===== src/pkg/fps_pkg.sv =====
package fps_pkg;

  // row protection modes
  typedef enum logic [1:0] {
    FPS_PROT_NONE      = 2'h0,
    FPS_PROT_EXT_READ  = 2'h1,
    FPS_PROT_EXT_WRITE = 2'h2,
    FPS_PROT_FULL      = 2'h3
  } fps_prot_t;

  // request sources
  typedef enum logic [1:0] {
    FPS_SRC_INTERNAL   = 2'h0,
    FPS_SRC_BOOTLOADER = 2'h1,
    FPS_SRC_EXTERNAL   = 2'h2,
    FPS_SRC_DEBUG      = 2'h3
  } fps_src_t;

  localparam int unsigned FPS_ROW_W   = 8;
  localparam int unsigned FPS_NROWS   = 256;
  localparam int unsigned FPS_KEY_W   = 32;
  localparam int unsigned FPS_SYNC_N  = 3;

  // security key value is arbitrary
  localparam logic [31:0] FPS_SEC_KEY = 32'h5EC0_0001;
  localparam logic [31:0] FPS_KEY_RST = 32'h0000_0000;

endpackage : fps_pkg


===== src/pkg/fps_dec_if.sv =====
interface fps_dec_if;
  import fps_pkg::*;
  fps_prot_t prot;
  fps_src_t  src;
  logic      is_write;
  logic      secured;
  logic      debug_on;
  logic      allow;
  modport req (output prot, output src, output is_write, output secured,
               output debug_on, input allow);
  modport dec (input prot, input src, input is_write, input secured,
               input debug_on, output allow);
endinterface : fps_dec_if


===== src/rtl/fps_decide.sv =====
module fps_decide
  import fps_pkg::*;
(
  fps_dec_if.dec d
);

  always_comb begin
    d.allow = 1'b0;
    if (!d.is_write) begin
      case (d.src)
        FPS_SRC_INTERNAL:   d.allow = 1'b1;
        FPS_SRC_BOOTLOADER: d.allow = 1'b1;
        FPS_SRC_DEBUG:      d.allow = !d.secured;
        FPS_SRC_EXTERNAL:   d.allow = !d.secured && (d.prot == FPS_PROT_NONE ||
                                       d.prot == FPS_PROT_EXT_WRITE);
        default:            d.allow = 1'b0;
      endcase
    end else begin
      case (d.src)
        FPS_SRC_INTERNAL,
        FPS_SRC_BOOTLOADER: d.allow = (d.prot != FPS_PROT_FULL);
        FPS_SRC_DEBUG,
        FPS_SRC_EXTERNAL:   d.allow = !d.secured && (d.prot == FPS_PROT_NONE ||
                                       d.prot == FPS_PROT_EXT_READ);
        default:            d.allow = 1'b0;
      endcase
    end
  end

endmodule : fps_decide


===== src/rtl/fps_top.sv =====
// What this block does
// - row protection changes only through a whole-array erase followed by reprogramming.
// - reads by internal code are allowed in every protection mode.
// - in debug mode, except during boundary scan, the read-protection part of a row setting is ignored.
// - in debug mode write protection holds and fully protected rows are never written.
// - bootloader code may write rows that block external writes.
// - a 32-bit key in the write-once latch enables security and bars debug and test entry.
// - once secured, test-mode reprogramming and debug entry during boundary scan are refused.
// - the write-once latch is readable through the serial debug port.
// - when secured all external flash reads and writes are blocked.
// - when secured bootloader writes still pass except to fully protected rows.
// - key and protection settings take effect only after a device reset.
module fps_top
  import fps_pkg::*;
(
  // clock and reset
  input  wire logic                 sys_clk,
  input  wire logic                 srst,
  // flash access request
  input  wire logic                 req_valid,
  input  wire logic                 req_write,
  input  wire fps_src_t             req_src,
  input  wire logic [FPS_ROW_W-1:0] req_row,
  output logic                      grant,
  output logic                      reject,
  // protection configuration
  input  wire logic                 prot_wr,
  input  wire logic [FPS_ROW_W-1:0] prot_row,
  input  wire fps_prot_t            prot_val,
  input  wire logic                 erase_all,
  // write-once latch
  input  wire logic                 key_wr,
  input  wire logic [FPS_KEY_W-1:0] key_data,
  output logic [FPS_KEY_W-1:0]      swd_latch_rd,
  output logic                      secured,
  // mode entry requests from pins
  input  wire logic                 debug_req_pin,
  input  wire logic                 test_req_pin,
  input  wire logic                 bscan_pin,
  output logic                      debug_on,
  output logic                      test_on
);

  fps_prot_t             row_pend [FPS_NROWS];
  fps_prot_t             next_row_pend [FPS_NROWS];
  fps_prot_t             row_act [FPS_NROWS];
  logic                  next_grant;
  logic                  next_reject;
  logic [FPS_KEY_W-1:0]  latch;
  logic [FPS_KEY_W-1:0]  next_latch;
  logic                  latch_set;
  logic                  next_latch_set;
  logic                  sec_act;
  logic                  next_sec_act;
  logic                  loaded = 1'b0;
  logic [FPS_SYNC_N-1:0] dbg_s;
  logic [FPS_SYNC_N-1:0] tst_s;
  logic [FPS_SYNC_N-1:0] bsc_s;
  logic                  dbg_q;
  logic                  tst_q;
  logic                  bsc_q;
  logic                  next_dbg_q;
  logic                  next_tst_q;
  logic                  next_bsc_q;
  logic                  next_debug_on;
  logic                  next_test_on;
  logic                  row_erased [FPS_NROWS];
  logic                  next_row_erased [FPS_NROWS];

  fps_dec_if dif ();

  function automatic logic filt(input logic [FPS_SYNC_N-1:0] s, input logic cur);
    filt = (s[1] == s[2]) ? s[2] : cur;
  endfunction : filt

  // pin synchronisers
  always_ff @(posedge sys_clk) begin
    if (srst) begin
      dbg_s <= '0;
      tst_s <= '0;
      bsc_s <= '0;
    end else begin
      dbg_s <= {dbg_s[1:0], debug_req_pin};
      tst_s <= {tst_s[1:0], test_req_pin};
      bsc_s <= {bsc_s[1:0], bscan_pin};
    end
  end

  always_comb begin
    next_dbg_q    = filt(dbg_s, dbg_q);
    next_tst_q    = filt(tst_s, tst_q);
    next_bsc_q    = filt(bsc_s, bsc_q);
    next_debug_on = next_dbg_q && !sec_act;
    next_test_on  = next_tst_q && !sec_act;
  end

  always_ff @(posedge sys_clk) begin
    if (srst) begin
      dbg_q    <= 1'b0;
      tst_q    <= 1'b0;
      bsc_q    <= 1'b0;
      debug_on <= 1'b0;
      test_on  <= 1'b0;
    end else begin
      dbg_q    <= next_dbg_q;
      tst_q    <= next_tst_q;
      bsc_q    <= next_bsc_q;
      debug_on <= next_debug_on;
      test_on  <= next_test_on;
    end
  end

  // write-once latch, contents survive srst; active copy taken at reset
  always_comb begin
    next_latch     = latch;
    next_latch_set = latch_set;
    if (key_wr && !latch_set) begin
      next_latch     = key_data;
      next_latch_set = 1'b1;
    end
    next_sec_act = sec_act;
  end

  always_ff @(posedge sys_clk) begin
    if (!loaded) begin
      latch     <= FPS_KEY_RST;
      latch_set <= 1'b0;
      loaded    <= 1'b1;
    end else begin
      latch     <= next_latch;
      latch_set <= next_latch_set;
    end
    if (srst) begin
      sec_act <= (latch == FPS_SEC_KEY);
    end else begin
      sec_act <= next_sec_act;
    end
  end

  // row protection store: pending settings become active at reset
  always_comb begin
    for (int i = 0; i < FPS_NROWS; i++) begin
      next_row_pend[i]   = row_pend[i];
      next_row_erased[i] = row_erased[i];
      if (erase_all && !sec_act) begin
        next_row_erased[i] = 1'b1;
      end
    end
    if (prot_wr && row_erased[prot_row] && !erase_all) begin
      next_row_pend[prot_row]   = prot_val;
      next_row_erased[prot_row] = 1'b0;
    end
  end

  always_ff @(posedge sys_clk) begin
    for (int i = 0; i < FPS_NROWS; i++) begin
      if (!loaded) begin
        row_pend[i]   <= FPS_PROT_NONE;
        row_erased[i] <= 1'b1;
      end else begin
        row_pend[i]   <= next_row_pend[i];
        row_erased[i] <= next_row_erased[i];
      end
      if (srst) begin
        row_act[i] <= row_pend[i];
      end
    end
  end

  // access decision
  assign dif.prot     = row_act[req_row];
  assign dif.src      = (req_src == FPS_SRC_DEBUG && !(debug_on && !bsc_q))
                        ? FPS_SRC_EXTERNAL : req_src;
  assign dif.is_write = req_write;
  assign dif.secured  = sec_act;
  assign dif.debug_on = debug_on;

  fps_decide u_decide (
    .d (dif.dec)
  );

  always_comb begin
    next_grant  = req_valid && dif.allow;
    next_reject = req_valid && !dif.allow;
  end

  always_ff @(posedge sys_clk) begin
    if (srst) begin
      grant        <= 1'b0;
      reject       <= 1'b0;
      swd_latch_rd <= FPS_KEY_RST;
      secured      <= 1'b0;
    end else begin
      grant        <= next_grant;
      reject       <= next_reject;
      swd_latch_rd <= latch;
      secured      <= sec_act;
    end
  end

endmodule : fps_top

===== config.mk =====
export PLATFORM = sky130hd
export DESIGN_NAME = fps_top
export DESIGN_NICKNAME = d
export VERILOG_FILES = /design/src/pkg/fps_pkg.sv /design/src/pkg/fps_dec_if.sv /design/src/rtl/fps_decide.sv /design/src/rtl/fps_top.sv
export SDC_FILE = /design/constraint.sdc
export NUM_CORES = 2
export LEC_CHECK = 0
export BUFFER_PORTS_ARGS = -buffer_cell sky130_fd_sc_hd__buf_4
export CORE_MARGIN = 2
export CORE_UTILIZATION = 40
export DETAILED_ROUTE_END_ITERATION = 10
export PLACE_DENSITY_LB_ADDON = 0.25
export RECOVER_POWER = 50
export SETUP_SLACK_MARGIN = 0.15
export SLEW_MARGIN = 30
export SYNTH_ARGS = -nofsm -noshare
export SYNTH_HDL_FRONTEND = slang
export SYNTH_SLANG_ARGS = --single-unit

===== constraint.sdc =====
create_clock -name sys_clk -period 17.51 [get_ports sys_clk]
set_input_delay 1.751 -clock sys_clk [delete_from_list [all_inputs] [get_ports sys_clk]]
set_output_delay 1.751 -clock sys_clk [all_outputs]
set_load 0.1 [all_outputs]

==> results.cfg <==
[run_status]
status = finished, violations left
violations = capacitance limit, slew limit

[power_and_ir_drop]
pwr-share-seq_pct = 53.4
finalPower_uw = 6530
power.density_mw_per_mm2 = 121
combinationalPowerShare_pct = 5.0
p_sw_share_pct = 21.6
p_clk_share_pct = 41.6
power.net_switching_uw = 1410
vdd_ir_drop_max_v = 0.0000840
internal-power_uw = 5120
p_leak_uw = 0.0166

[global_routing]
grt_max_degree = 198
grt_pass1_vias = 25400
grt-ovfl-total = 0
grt_first_pass_wirelength_microns = 158000
grt_usage_pct = 17.3
antenna_found_initial = 2

[worst_hold_path]
hold_path_class = register to register
worstHoldStart = row_pend[239][0]$_DFFE_PP_

[clock_network]
cts_resized = 0
h-tree-depth = 4
cts_tree = done
ctsHoldBuffers = 0
cts_buffer_depth = 3
post_cts_buffers = 0
cts.sinks = 1282
clk_latency_ps = 740
cts_root_buf = clkbuf_16
clk_pin_slew_worst_paths_ps = 60
numCtsBuffers = 132

[timing]
hold_viol = 0
slew_viol_final = 719
maxSlewHeadroom_pct = -239
finClkSkew_ps = 27.0
finalSetupViolations = 0
worstMarginPinSlew_ps = 5090
fmax_mhz = 112
period_share_pct = 50.8
finalCriticalPeriod_ps = 8900
fin_tns_setup_ps = 0
rsz0062_at_grt = false

[placement]
gp_congestion = 0.771
placed_cells = 4227
dp_hpwl_microns = 58000
numPortBuffers = 26

[cells_and_area]
finalNonFillerCells = 4469
syn_to_final_growth_pct = 12.3
layout-drive-gt1-share_pct = 12.4
n_fill_cell = 10400
nets = 2815

[floorplan]
die-area_sq_mm = 0.123
initial_core_util_pct = 40.2
ios = 99
die_w_microns = 351
rows = 127
die_h_microns = 351
core_area_sq_mm = 0.119

[detailed_routing]
vias = 24400
viasPerCell = 5.47
drt_iter0_markers = 2221
wl_microns = 107000
firstDrtPassIters = 6
wl_per_cell_microns = 23.9
drc = 0
ant_nets = 0

[synthesis]
syn_area_per_cell_sq_um = 17.6
syn_inst = 2733
synth-seq-cells = 1282
synth_edf_count = 1280
yosysSeqAreaShare_pct = 80.1
async_reset_ff_share_pct = 0
netlist_area_sq_mm = 0.0481
yosys_most_used_dff = edfxtp_1
synth_cell_type_count = 61
ys_warn_count = 0

[setup_path]
path_max_fanout = 74
arrival_ps = 9460
crit_type = input pin to register
crit_required_ps = 18070
cp-start-kind = input pin
rr_startpoint = row_erased[7]$_DFFE_PP_
crit_start = srst
endpoint_kind = register

[flow_run]
max_cap_viol_count = 11
layout make-up:
type	count	area, sq um	share of cell area, %
sequential	1282	38500	71.3
multi-input combinational	1248	8640	16.0
clock buffer	172	3600	6.67
tap	1612	2020	3.74
timing repair buffer	84	637	1.18
clock inverter	65	587	1.09
inverter	5	26.3	0.0487
antenna	1	2.50	0.00464
power groups by stage:
stage | Clock (uW) | Sequential [uW] | Combinational, uW
5_1_grt | 2890 | 3500 | 352
6_report | 2720 | 3490 | 329
4_1_cts | 2770 | 3480 | 334
3_3_place_gp | 0 | 3540 | 325
2_1_floorplan | 0 | 3550 | 205
3_5_place_dp | 0 | 3550 | 334
stage by stage:
step	setup slack, ps	utilization [%]	cell area (sq um)	hold WS, ps
after floorplan	10680	-	48200	400
after global placement	9700	41.6	49800	400
after detailed placement	9760	41.7	49800	405
after CTS	10550	45.2	54000	399
after global routing	7790	45.2	54000	403
final	8610	45.2	54000	398
metal layers:
metal	up-vias	track usage (%)	part of all wire [%]
li1	10800	-	-
met1	12800	23.1	43
met2	672	29.4	50
met3	157	2.78	5.3
met4	0	5.02	2.0
met5	-	0	0
cell usage in the layout, fill, tap and decap left out, types with 28 or more instances in the layout:
cell	synthesis	routed
buf_4	63	67
clkbuf_1	139	44
clkbuf_16	0	139
conb_1	1	35
edfxtp_1	1280	1280
mux4_2	75	75
nand2_1	164	153
nand3_1	111	105
nand3b_1	28	28
nor3_1	264	264
o211ai_1	59	59
o21a_1	256	256
o21ai_0	53	53
synth_stat cells (9+ instances only):
library cell     n  share of area, %
o21ai_0         53              0.55
nand4_1         18              0.23
mux4_2          75               3.5
a22oi_1         17              0.27
o21a_1         256               4.0
nor2b_1         21              0.27
a21oi_1         24              0.25
a41oi_1          9              0.16
a31oi_1         12              0.16
nand3_1        111               1.2
nor3_1         264               2.7
o211ai_1        59              0.92
clkbuf_1       139               1.1
nand2_1        164               1.3
edfxtp_1      1280                80
buf_2           11              0.11
nor2_1          16              0.12
buf_4           63              0.98
nand3b_1        28              0.44
buf_1           18              0.14
flip-flops by register name (all words and copies together) (netlist names):
name and cells:
row_act 512, row_pend 512, grant 1, reject 1, row_erased 256
path summary, 6_finish.rpt:
check	cells after the start	end	slack, ps
hold / removal	0	row_act[239][0]$_DFFE_PP_	400
hold reg to reg	0	row_act[239][0]$_DFFE_PP_	400
setup reg to reg	10	row_pend[141][1]$_DFFE_PP_	12820
setup / recovery	8	grant$_SDFF_PP0_	8610
cell families after synthesis:
family                 share of synthesized area [%]
AOI/OAI and AO/OA                               7.16
buffers and inverters                           2.39
DFF                                             80.1
muxes                                           3.60
other                                        0.00780
and+or+nand+nor                                 6.78
worst max-delay path, cell delays in order:
cell	delay, ps
clkbuf_1	1930
clkbuf_1	2770
buf_6	730
buf_4	750
buf_4	770
nor2_1	200
o31ai_1	180
a31oi_1	160
Power figures use the tool's default switching activity.
